`config.mk`:
```
export PLATFORM = sky130hd
export DESIGN_NAME = mlsg_regs
export DESIGN_NICKNAME = d
export VERILOG_FILES = /design/src/mlsg_pkg.sv /design/src/mlsg_regs.sv /design/src/mlsg_mirror_reg.sv
export SDC_FILE = /design/constraint.sdc
export NUM_CORES = 1
export LEC_CHECK = 0
export ABC_AREA = 1
export ABC_CLOCK_PERIOD_IN_PS = 4000
export BUFFER_PORTS_ARGS = -buffer_cell sky130_fd_sc_hd__buf_2
export CAP_MARGIN = 15
export CORE_UTILIZATION = 35
export CTS_CLUSTER_DIAMETER = 60
export DETAILED_ROUTE_END_ITERATION = 12
export GPL_ROUTABILITY_DRIVEN = 0
export GPL_TIMING_DRIVEN = 0
export SYNTH_ARGS = -nofsm -noshare
export SYNTH_HDL_FRONTEND = slang
export SYNTH_HIERARCHICAL = 1
export SYNTH_SLANG_ARGS = --single-unit
```
`constraint.sdc`:
```
create_clock -name clk -period 4 [get_ports clk]
set_input_delay 0.4 -clock clk [delete_from_list [all_inputs] [get_ports clk]]
set_output_delay 0.4 -clock clk [all_outputs]
set_load 0.1 [all_outputs]
```
`src/mlsg_pkg.sv`:
```
// Purpose: Shared constants for the motor limit and supply guard registers
// Assumes: 12-bit values carried as 14 bits in two 7-bit data bytes
// Notes:   Slot numbers are register offsets minus the first offset
package mlsg_pkg;

	localparam int VAL_W   = 12;
	localparam int WIRE_W  = 14;
	localparam int BYTE_W  = 8;
	localparam int HALF_W  = 7;
	localparam int SLOT_W  = 3;
	localparam int NSLOT   = 7;

	// Read command codes equal the register offsets
	localparam logic [7:0] OFS_REGEN      = 8'h03;
	localparam logic [7:0] OFS_RISE       = 8'h04;
	localparam logic [7:0] OFS_FALL       = 8'h05;
	localparam logic [7:0] OFS_UV_SHUT    = 8'h06;
	localparam logic [7:0] OFS_UV_RECOVER = 8'h07;
	localparam logic [7:0] OFS_OV_RECOVER = 8'h08;
	localparam logic [7:0] OFS_OV_SHUT    = 8'h09;
	localparam logic [7:0] OFS_HEATSINK   = 8'h0a;
	localparam logic [7:0] OFS_BOARD      = 8'h0b;

	// Write code is read code plus this bit
	localparam logic [7:0] CMD_WRITE_BIT  = 8'h40;

	localparam logic [SLOT_W-1:0] SLOT_REGEN      = 3'h0;
	localparam logic [SLOT_W-1:0] SLOT_RISE       = 3'h1;
	localparam logic [SLOT_W-1:0] SLOT_FALL       = 3'h2;
	localparam logic [SLOT_W-1:0] SLOT_UV_SHUT    = 3'h3;
	localparam logic [SLOT_W-1:0] SLOT_UV_RECOVER = 3'h4;
	localparam logic [SLOT_W-1:0] SLOT_OV_RECOVER = 3'h5;
	localparam logic [SLOT_W-1:0] SLOT_OV_SHUT    = 3'h6;

	localparam logic [VAL_W-1:0] VAL_RESET     = 12'h000;
	localparam logic [VAL_W-1:0] TEMP_MIN      = 12'h00a;
	localparam logic [VAL_W-1:0] TEMP_MAX      = 12'h050;
	localparam logic [VAL_W-1:0] OV_LIMIT_DFLT = 12'h997;

endpackage

```
`src/mlsg_regs.sv`:
```
// Purpose: Motor limit and supply guard register bank behind command codes
// Assumes: A framing UART core hands over whole commands on clk
// Notes:   Every command is answered one cycle after it is taken
`timescale 1ns/1ns
`default_nettype none
module mlsg_regs
	import mlsg_pkg::*;
#(
	parameter logic [VAL_W-1:0] OV_INTERNAL_MAX = OV_LIMIT_DFLT
)
(
	input  wire logic                        clk,
	input  wire logic                        sys_rst,
	input  wire logic                        cmd_valid,
	input  wire logic [BYTE_W-1:0]           cmd_code,
	input  wire logic [BYTE_W-1:0]           cmd_byte_hi,
	input  wire logic [BYTE_W-1:0]           cmd_byte_lo,
	input  wire logic [VAL_W-1:0]            regen_pot,
	input  wire logic [VAL_W-1:0]            ramp_pot,
	input  wire logic [NSLOT-1:0]            lock_mask,
	input  wire logic [NSLOT-1:0]            nv_saved_mask,
	input  wire logic [NSLOT-1:0][VAL_W-1:0] nv_value,
	input  wire logic [VAL_W-1:0]            supply_level,
	input  wire logic [VAL_W-1:0]            heatsink_raw,
	input  wire logic [HALF_W-1:0]           board_raw,
	output logic                             rsp_valid,
	output logic                             rsp_error,
	output logic      [BYTE_W-1:0]           rsp_byte_hi,
	output logic      [BYTE_W-1:0]           rsp_byte_lo,
	output logic      [VAL_W-1:0]            regen_cap,
	output logic      [VAL_W-1:0]            rise_ramp,
	output logic      [VAL_W-1:0]            fall_ramp,
	output logic                             fall_ramp_en,
	output logic                             output_shutdown,
	output logic                             low_supply_status,
	output logic                             high_supply_status
);

	// Strips the write bit and maps a code onto a storage slot
	function automatic logic [SLOT_W:0] decode_slot(
		input logic [BYTE_W-1:0] code
	);
		logic [BYTE_W-1:0] base;
		base = code & ~CMD_WRITE_BIT;
		if (base >= OFS_REGEN && base <= OFS_OV_SHUT) begin
			decode_slot = {1'b1, SLOT_W'(base - OFS_REGEN)};
		end else begin
			decode_slot = {1'b0, SLOT_W'(0)};
		end
	endfunction

	// Two data bytes, each with its top bit clear
	function automatic logic [2*BYTE_W-1:0] pack_bytes(
		input logic [VAL_W-1:0] val
	);
		logic [WIRE_W-1:0] wide;
		wide = WIRE_W'(val);
		pack_bytes = {1'b0, wide[WIRE_W-1:HALF_W], 1'b0, wide[HALF_W-1:0]};
	endfunction

	logic [SLOT_W:0]          wr_dec;
	logic [SLOT_W:0]          rd_dec;
	logic                     is_write;
	logic                     wr_hit;
	logic [SLOT_W-1:0]        wr_slot;
	logic [WIRE_W-1:0]        wr_wire;
	logic [VAL_W-1:0]         wr_value;
	logic [VAL_W-1:0]         ov_clamped;
	logic [NSLOT-1:0]         active;
	logic [VAL_W-1:0]         slot_val [NSLOT];
	logic [VAL_W-1:0]         rd_value;
	logic                     rd_known;

	logic                     restore_ff;
	logic [VAL_W-1:0]         plain_ff [SLOT_FALL:SLOT_OV_SHUT];
	logic [NSLOT-1:0]         written_ff;
	logic                     low_ff;
	logic                     high_ff;
	logic                     shutdown_ff;
	logic [VAL_W-1:0]         heat_ff;
	logic [HALF_W-1:0]        board_ff;
	logic                     rsp_valid_ff;
	logic                     rsp_error_ff;
	logic [BYTE_W-1:0]        rsp_hi_ff;
	logic [BYTE_W-1:0]        rsp_lo_ff;

	assign is_write = (cmd_code & CMD_WRITE_BIT) != 8'h00;
	assign wr_dec   = decode_slot(cmd_code);
	assign rd_dec   = decode_slot(cmd_code);
	assign wr_hit   = cmd_valid && is_write && wr_dec[SLOT_W];
	assign wr_slot  = wr_dec[SLOT_W-1:0];
	// Top bit of each data byte is ignored
	assign wr_wire  = {cmd_byte_hi[HALF_W-1:0], cmd_byte_lo[HALF_W-1:0]};
	// Bits 13..12 do not exist in storage
	assign wr_value = wr_wire[VAL_W-1:0];
	assign ov_clamped = (wr_value > OV_INTERNAL_MAX) ?
		OV_INTERNAL_MAX : wr_value;

	// Restore of saved values runs once, the cycle after reset
	always_ff @(posedge clk) begin
		if (sys_rst) begin
			restore_ff <= 1'b1;
		end else begin
			restore_ff <= 1'b0;
		end
	end

	mlsg_mirror_reg u_regen (
		.clk           (clk),
		.sys_rst       (sys_rst),
		.wr_en         (wr_hit && wr_slot == SLOT_REGEN),
		.wr_value      (wr_value),
		.restore_en    (restore_ff && nv_saved_mask[SLOT_REGEN]),
		.restore_value (nv_value[SLOT_REGEN]),
		.pot_value     (regen_pot),
		.lock          (lock_mask[SLOT_REGEN]),
		.value         (slot_val[SLOT_REGEN])
	);

	mlsg_mirror_reg u_rise (
		.clk           (clk),
		.sys_rst       (sys_rst),
		.wr_en         (wr_hit && wr_slot == SLOT_RISE),
		.wr_value      (wr_value),
		.restore_en    (restore_ff && nv_saved_mask[SLOT_RISE]),
		.restore_value (nv_value[SLOT_RISE]),
		.pot_value     (ramp_pot),
		.lock          (lock_mask[SLOT_RISE]),
		.value         (slot_val[SLOT_RISE])
	);

	// Unmirrored slots: fall ramp and the four supply thresholds
	always_ff @(posedge clk) begin
		if (sys_rst) begin
			for (int i = SLOT_FALL; i <= SLOT_OV_SHUT; i++) begin
				plain_ff[i] <= VAL_RESET;
			end
		end else begin
			// Per slot, so a write in the restore cycle spares the others
			for (int i = SLOT_FALL; i <= SLOT_OV_SHUT; i++) begin
				if (wr_hit && wr_slot == SLOT_W'(i)) begin
					plain_ff[i] <= (i == SLOT_OV_SHUT) ?
						ov_clamped : wr_value;
				end else if (restore_ff && nv_saved_mask[i]) begin
					plain_ff[i] <= nv_value[i];
				end
			end
		end
	end

	// Written marks enable fall ramp and thresholds; saved counts
	always_ff @(posedge clk) begin
		if (sys_rst) begin
			written_ff <= '0;
		end else begin
			for (int i = 0; i < NSLOT; i++) begin
				if ((wr_hit && wr_slot == SLOT_W'(i)) ||
					(restore_ff && nv_saved_mask[i])) begin
					written_ff[i] <= 1'b1;
				end
			end
		end
	end

	generate
		for (genvar g = SLOT_FALL; g <= SLOT_OV_SHUT; g++) begin : g_slot
			assign slot_val[g] = plain_ff[g];
		end
		for (genvar g = 0; g < NSLOT; g++) begin : g_act
			assign active[g] = written_ff[g] && lock_mask[g];
		end
	endgenerate

	// Without its recover level a state ends when the trip level clears
	always_ff @(posedge clk) begin
		if (sys_rst) begin
			low_ff <= 1'b0;
		end else if (active[SLOT_UV_SHUT] &&
			supply_level < slot_val[SLOT_UV_SHUT]) begin
			low_ff <= 1'b1;
		end else if (active[SLOT_UV_RECOVER]) begin
			if (supply_level > slot_val[SLOT_UV_RECOVER]) begin
				low_ff <= 1'b0;
			end
		end else begin
			low_ff <= 1'b0;
		end
	end

	always_ff @(posedge clk) begin
		if (sys_rst) begin
			high_ff <= 1'b0;
		end else if (active[SLOT_OV_SHUT] &&
			supply_level > slot_val[SLOT_OV_SHUT]) begin
			high_ff <= 1'b1;
		end else if (active[SLOT_OV_RECOVER]) begin
			if (supply_level < slot_val[SLOT_OV_RECOVER]) begin
				high_ff <= 1'b0;
			end
		end else begin
			high_ff <= 1'b0;
		end
	end

	// Shutdown trips in the same cycle as the status bits
	always_ff @(posedge clk) begin
		if (sys_rst) begin
			shutdown_ff <= 1'b0;
		end else begin
			shutdown_ff <= (active[SLOT_UV_SHUT] &&
				supply_level < slot_val[SLOT_UV_SHUT]) ||
				(active[SLOT_OV_SHUT] &&
				supply_level > slot_val[SLOT_OV_SHUT]) ||
				(low_ff && !(active[SLOT_UV_RECOVER] ?
				supply_level > slot_val[SLOT_UV_RECOVER] :
				!active[SLOT_UV_SHUT] ||
				supply_level >= slot_val[SLOT_UV_SHUT])) ||
				(high_ff && !(active[SLOT_OV_RECOVER] ?
				supply_level < slot_val[SLOT_OV_RECOVER] :
				!active[SLOT_OV_SHUT] ||
				supply_level <= slot_val[SLOT_OV_SHUT]));
		end
	end

	// Sensor values sampled every cycle; heatsink kept inside its range
	always_ff @(posedge clk) begin
		if (sys_rst) begin
			heat_ff  <= TEMP_MIN;
			board_ff <= '0;
		end else begin
			if (heatsink_raw < TEMP_MIN) begin
				heat_ff <= TEMP_MIN;
			end else if (heatsink_raw > TEMP_MAX) begin
				heat_ff <= TEMP_MAX;
			end else begin
				heat_ff <= heatsink_raw;
			end
			board_ff <= board_raw;
		end
	end

	always_comb begin
		rd_known = 1'b1;
		rd_value = VAL_RESET;
		if (rd_dec[SLOT_W]) begin
			rd_value = slot_val[rd_dec[SLOT_W-1:0]];
		end else if (!is_write && cmd_code == OFS_HEATSINK) begin
			rd_value = heat_ff;
		end else if (!is_write && cmd_code == OFS_BOARD) begin
			rd_value = VAL_W'(board_ff);
		end else begin
			rd_known = 1'b0;
		end
	end

	// Writes echo the value as it will be stored
	always_ff @(posedge clk) begin
		if (sys_rst) begin
			rsp_valid_ff <= 1'b0;
			rsp_error_ff <= 1'b0;
			rsp_hi_ff    <= '0;
			rsp_lo_ff    <= '0;
		end else begin
			rsp_valid_ff <= cmd_valid;
			rsp_error_ff <= cmd_valid && !rd_known;
			if (cmd_valid && wr_hit) begin
				{rsp_hi_ff, rsp_lo_ff} <= pack_bytes(
					(wr_slot == SLOT_OV_SHUT) ? ov_clamped : wr_value);
			end else if (cmd_valid && rd_known) begin
				{rsp_hi_ff, rsp_lo_ff} <= pack_bytes(rd_value);
			end else begin
				{rsp_hi_ff, rsp_lo_ff} <= '0;
			end
		end
	end

	// Fall ramp is not guarded against zero; the host keeps it at 1 or more
	assign fall_ramp_en       = written_ff[SLOT_FALL];
	assign regen_cap          = slot_val[SLOT_REGEN];
	assign rise_ramp          = slot_val[SLOT_RISE];
	assign fall_ramp          = plain_ff[SLOT_FALL];
	assign output_shutdown    = shutdown_ff;
	assign low_supply_status  = low_ff;
	assign high_supply_status = high_ff;
	assign rsp_valid          = rsp_valid_ff;
	assign rsp_error          = rsp_error_ff;
	assign rsp_byte_hi        = rsp_hi_ff;
	assign rsp_byte_lo        = rsp_lo_ff;

endmodule
`default_nettype wire

```
`src/mlsg_mirror_reg.sv`:
```
// Purpose: One register that follows potentiometer changes while unlocked
// Assumes: Pot reading arrives on the same clock, already filtered
// Notes:   A write wins over a pot change in the same cycle
`timescale 1ns/1ns
`default_nettype none
module mlsg_mirror_reg
	import mlsg_pkg::*;
(
	input  wire logic             clk,
	input  wire logic             sys_rst,
	input  wire logic             wr_en,
	input  wire logic [VAL_W-1:0] wr_value,
	input  wire logic             restore_en,
	input  wire logic [VAL_W-1:0] restore_value,
	input  wire logic [VAL_W-1:0] pot_value,
	input  wire logic             lock,
	output logic      [VAL_W-1:0] value
);

	logic [VAL_W-1:0] value_ff;
	logic [VAL_W-1:0] pot_prev_ff;
	logic             pot_moved;

	// Prev starts at reset value so a nonzero pot is taken at once
	assign pot_moved = (pot_value != pot_prev_ff);
	assign value     = value_ff;

	always_ff @(posedge clk) begin
		if (sys_rst) begin
			pot_prev_ff <= VAL_RESET;
		end else begin
			pot_prev_ff <= pot_value;
		end
	end

	always_ff @(posedge clk) begin
		if (sys_rst) begin
			value_ff <= VAL_RESET;
		end else if (wr_en) begin
			value_ff <= wr_value;
		end else if (restore_en) begin
			value_ff <= restore_value;
		end else if (pot_moved && !lock) begin
			value_ff <= pot_value;
		end
	end

endmodule
`default_nettype wire

```
# Word level (Yosys, flattened, before mapping)
# Memories as Yosys holds them, arrays and structs flattened.
# Index checks and enable logic that the tools add are counted.
totals:
  ff_bits: 94
  mem_bits_rw: 60
  input_bits: 180
  elab_cells: 193
  memories: 1
classes:
  addsub: 1
  n_lt_le_gt_ge: 12
  eq_ne: 12
  muxes: 78
  n_bitwise: 11
  n_reduce_logical: 56
mem_list:
  columns: ["name", "words", "width", "read_ports", "rd_ports_with_merged_regs", "wr", "line_no", "rtl"]
  rows:
  - ["plain_ff", 5, 12, 5, 0, 5, "mlsg_regs.sv:75", "logic [VAL_W-1:0] plain_ff [SLOT_FALL:SLOT_OV_SHUT];"]
op_table:
  columns: ["cell", "n"]
  rows:
  - ["$mux 12", 22]
  - ["$mux 1", 48]
  - ["$bmux 12 s3", 1]
  - ["$logic_and 1x1->1", 32]
  - ["$mux 7", 4]
  - ["$gt 12x12->1", 2]
  - ["$lt 12x12->1", 2]
  - ["$ne 12x12->1", 2]
  - ["$eq 8x4->1 const B", 2]
  - ["$ge 12x12->1", 1]
  - ["$gt 12x12->1 const B", 1]
  - ["$gt 12x7->1 const B", 1]
  - ["$le 12x12->1", 1]
  - ["$lt 12x4->1 const B", 1]
  - ["$logic_or 1x1->1", 10]
  - ["$mux 5", 2]
  - ["$or 1x1->1", 10]
  - ["$eq 3x3->1 const B", 3]
  - ["$ge 8x2->1 const B", 1]
  - ["$le 8x4->1 const B", 1]
  - ["$logic_not 1->1", 8]
  - ["$eq 3x2->1 const B", 2]
  - ["$ne 3x1->1 const B", 2]
  - ["$reduce_bool 3->1", 2]
  - ["8 further kinds", 9]

# Depth between registers and ports, before layout
depth:
  depth_word: 10
  mapped_depth: 18
  mapped_depth_nobuf: 14

# Modules after synthesis
# Netlist, hierarchy kept.
modules_own_cells:
  columns: ["mod", "n_inst", "cells_each", "area_per_inst_um2", "seq_area_each_um2"]
  rows:
  - ["mlsg_regs", 1, 856, 6537.5, 2642.5]
  - ["mlsg_mirror_reg", 2, 203, 1326.3, 480.5]

# Worst setup path after synthesis
# Ideal clock, no wire load.
synth_timing:
  path_kind: "input-to-reg"
  start: "input port cmd_code[0]"
  end: "register plain_ff[0][0] (netlist name)"
  arrival_ns: 2.484
  required_ns: 3.627
  setup_slack_ns: 1.143
  cell_stages: 16
  n_path_buf: 3
  cell_sequence: "clkinv_1 > clkbuf_1 > ha_1 > o21ai_1 > nand2_1 > nand3_2 > buf_6 > inv_2 > nand3_4 > inv_2 > nand2_2 > inv_2 > nand2_1 > nand4_2 > buf_2 > nand3_1"
synth_lines:
  columns: ["item", "line_no", "rtl"]
  rows:
  - ["from (decl)", "mlsg_regs.sv:15", "input wire logic [BYTE_W-1:0] cmd_code,"]

==> qor.txt <==
Outcome: completed
Nets: 1748
Power, Total: 4.19 mW
Syn Inst Count: 1262
Grt met3 use: 6.72%
M1 GR Usage: 31.2%
Hold Vio Cnt, Final: 0
Worst-path clk slew: 0.06 ns
Minimum clock period: 3.52 ns
Met2 Use GR: 39.7%
Area contributors post-synth: dfxtp_1, edfxtp_1, nand2_1, inv_1, nor2_1
Max FO, Critical Path: 12
Flop and latch count out of synthesis: 150
Final period util: 88.1%
Worst Tran Pin Value: 0.741 ns
Post-Syn Area per Cell: 7.28 um^2
Via-per-instance ratio: 5.03
Sequential share of power: 41.2%
Boundary Pins: 238
Initial DRC Count: 616
DP HPWL: 26100 um
DR DRC count: 0
PD cells: 369 nW/um^2
Routed WL: 33300 um
Number of fill cells in the layout: 2675
Crit end category: flop
Setup TNS: 0 ns
Crit path arrival time: 3.51 ns
RSZ-0062 raised after global routing: false
CP startpoint kind: input port
Clk pwr share: 37.6%
Routed len/inst: 17.9 um
Vias: 9367
Combinational Power Share: 21.2%
Area Growth Syn to Fin: 23.4%
Buffers on Ports: 228
Maxcap violations: 0
Final setup fails: 0
Starting Density: 36.1%
Die W: 164 um
CTS resizes: 0
Synth cell types: 40
Largest net degree at the start of global routing: 17
Critical path required time: 3.98 ns
Ys Warns: 6
Synthesized area: 9190 um^2
# clock sinks: 150
Sw Pwr: 1.38 mW
Switch share: 32.9%
Setup Fix Bufs, Post-CTS: 0
Core Util, Final: 44.5%
Worst skew pair latency: 0.44 ns
Root buf cell: clkbuf_16
Hold Crit Class: in -> reg
First-pass detailed-route iteration total: 5
Most area-hungry cell type in the Yosys netlist: dfxtp_1
Initial antenna violation count: 1
Global Route Usage Sum: 24.7%
Worst slack, placed: 0.0762 ns
CTS HTree Levels: 4
Yosys top cell area share: 19.6%
Internal power: 2.81 mW
First-pass GRT wire length: 48300 um
Slew Limit Fails: 0
Num CTS Buffers: 17
Die Y: 164 um
FMAX: 0.284 GHz
Grt ovf: 0
CTS Buffer Depth: 2
Number of global-route vias before repair: 8685
Layout cells sized above 1: 22.7%
Most Crowded Layer GR: met2
Relative slew margins: 50.6%
Worst Skew: 0.0126 ns
Asr flop ratio synth: 0%
Maximum VDD drop: 0.229 mV
Sequential area share after synthesis: 39.2%
Post-synth EDFFs: 60
Setup WS post-layout: 0.476 ns
Fin Hold WS: 0.163 ns
Hold buffer count at CTS: 0
Post-route ant nets: 0
Post-synth top flop: dfxtp_1
Die area: 26900 um^2
TritonCTS clock tree: done
Crit Path Class: in -> reg
Leak: 5.49 nW
Core footprint: 25500 um^2
Row cnt: 58
placed cells by master (no fill, tap or decap), drive strengths merged, types with 18 or more instances in the layout:
cell and instances:
a21oi 97, buf 280, clkbuf 42, dfxtp 90, edfxtp 60, ha 51, inv 216, nand2 213
nand3 86, nor2 186, nor3 30, o21ai 65, o22ai 48, xnor2 18
synthesized netlist by cell type (6+ instances only):
cell and number:
a21oi_1 89, a21oi_2 8, a31oi_1 7, buf_2 24, buf_4 21, clkbuf_1 20, dfxtp_1 90, edfxtp_1 60
ha_1 51, inv_1 200, inv_2 12, nand2_1 210, nand3_1 81, nand4_1 8, nor2_1 180, nor2_2 6
nor3_1 28, o211ai_1 7, o21ai_0 55, o21ai_1 10, o22ai_1 48, xnor2_1 18
flip-flops by register name, summed over array words and instances, names as in the netlist, 5 cells and up:
signal               flops
u_rise/value            12
plain_ff                60
board_ff                 7
heat_ff                 12
rsp_byte_hi              5
written_ff               5
u_rise/pot_prev_ff      12
u_regen/pot_prev_ff     12
rsp_byte_lo              7
u_regen/value           12
critical path, stage by stage:
cell      delay [ns]
buf_2           0.14
clkinv_1        0.15
clkbuf_1        0.48
ha_1            0.24
o21ai_1         0.06
nand2_1         0.13
nand3_2         0.13
nor3_4          0.28
inv_2           0.12
nor2_2          0.22
nand2_1         0.16
nand4_1         0.22
buf_4           0.24
nand3_1         0.54
path summary, 6_finish.rpt:
path | from | endpoint | slack [ns] | cells after the start
max | cmd_code[0] | plain_ff[0][44] | 0.48 | 14
max reg2reg | restore_ff | plain_ff[0][32] | 1.42 | 4
min | board_raw[3] | board_ff[3] | 0.16 | 3
min reg2reg | written_ff[5] | written_ff[5] | 0.53 | 2
per-stage QoR:
step	instance area [um^2]	std cells
finish	11300	1861
global route	11300	1860
CTS	11300	1860
detailed placement	10800	1828
global placement	10800	1828
floorplan	9220	1270
cell type report:
cell class	instances	area (um^2)	area share (%)
antenna	1	2.50	0.0221
buffer	72	442	3.90
clock buffer	22	497	4.38
clock inverter	10	65.1	0.574
inverter	213	800	7.05
multi-input combinational	835	4380	38.6
sequential	150	3600	31.8
tap	330	413	3.64
timing repair buffer	228	1140	10.1
routing by layer:
layer | up-vias | part of all wire [%]
li1 | 4588 | -
met1 | 4282 | 41
met2 | 441 | 45
met3 | 56 | 10
met4 | 0 | 3.5
met5 | - | 0
cell families after synthesis:
family	count (synthesis)	share of synthesized area [%]
AO/OA/AOI/OAI	229	13.9
XOR/XNOR	18	1.72
adder cells (fa/ha/maj)	51	6.94
buffers and inverters	285	13.5
flip-flops	150	39.2
other	1	0.0408
AND/OR/NAND/NOR	528	24.7
power groups by stage:
stage	Clock, mW	Sequential [mW]	Combinational [mW]
global route	1.65	1.73	0.957
floorplan	0	1.91	0.424
CTS	1.59	1.73	0.881
detailed placement	0	1.76	0.877
finish	1.58	1.73	0.887
global placement	0	1.76	0.866
(Power assumes the default switching activity.)
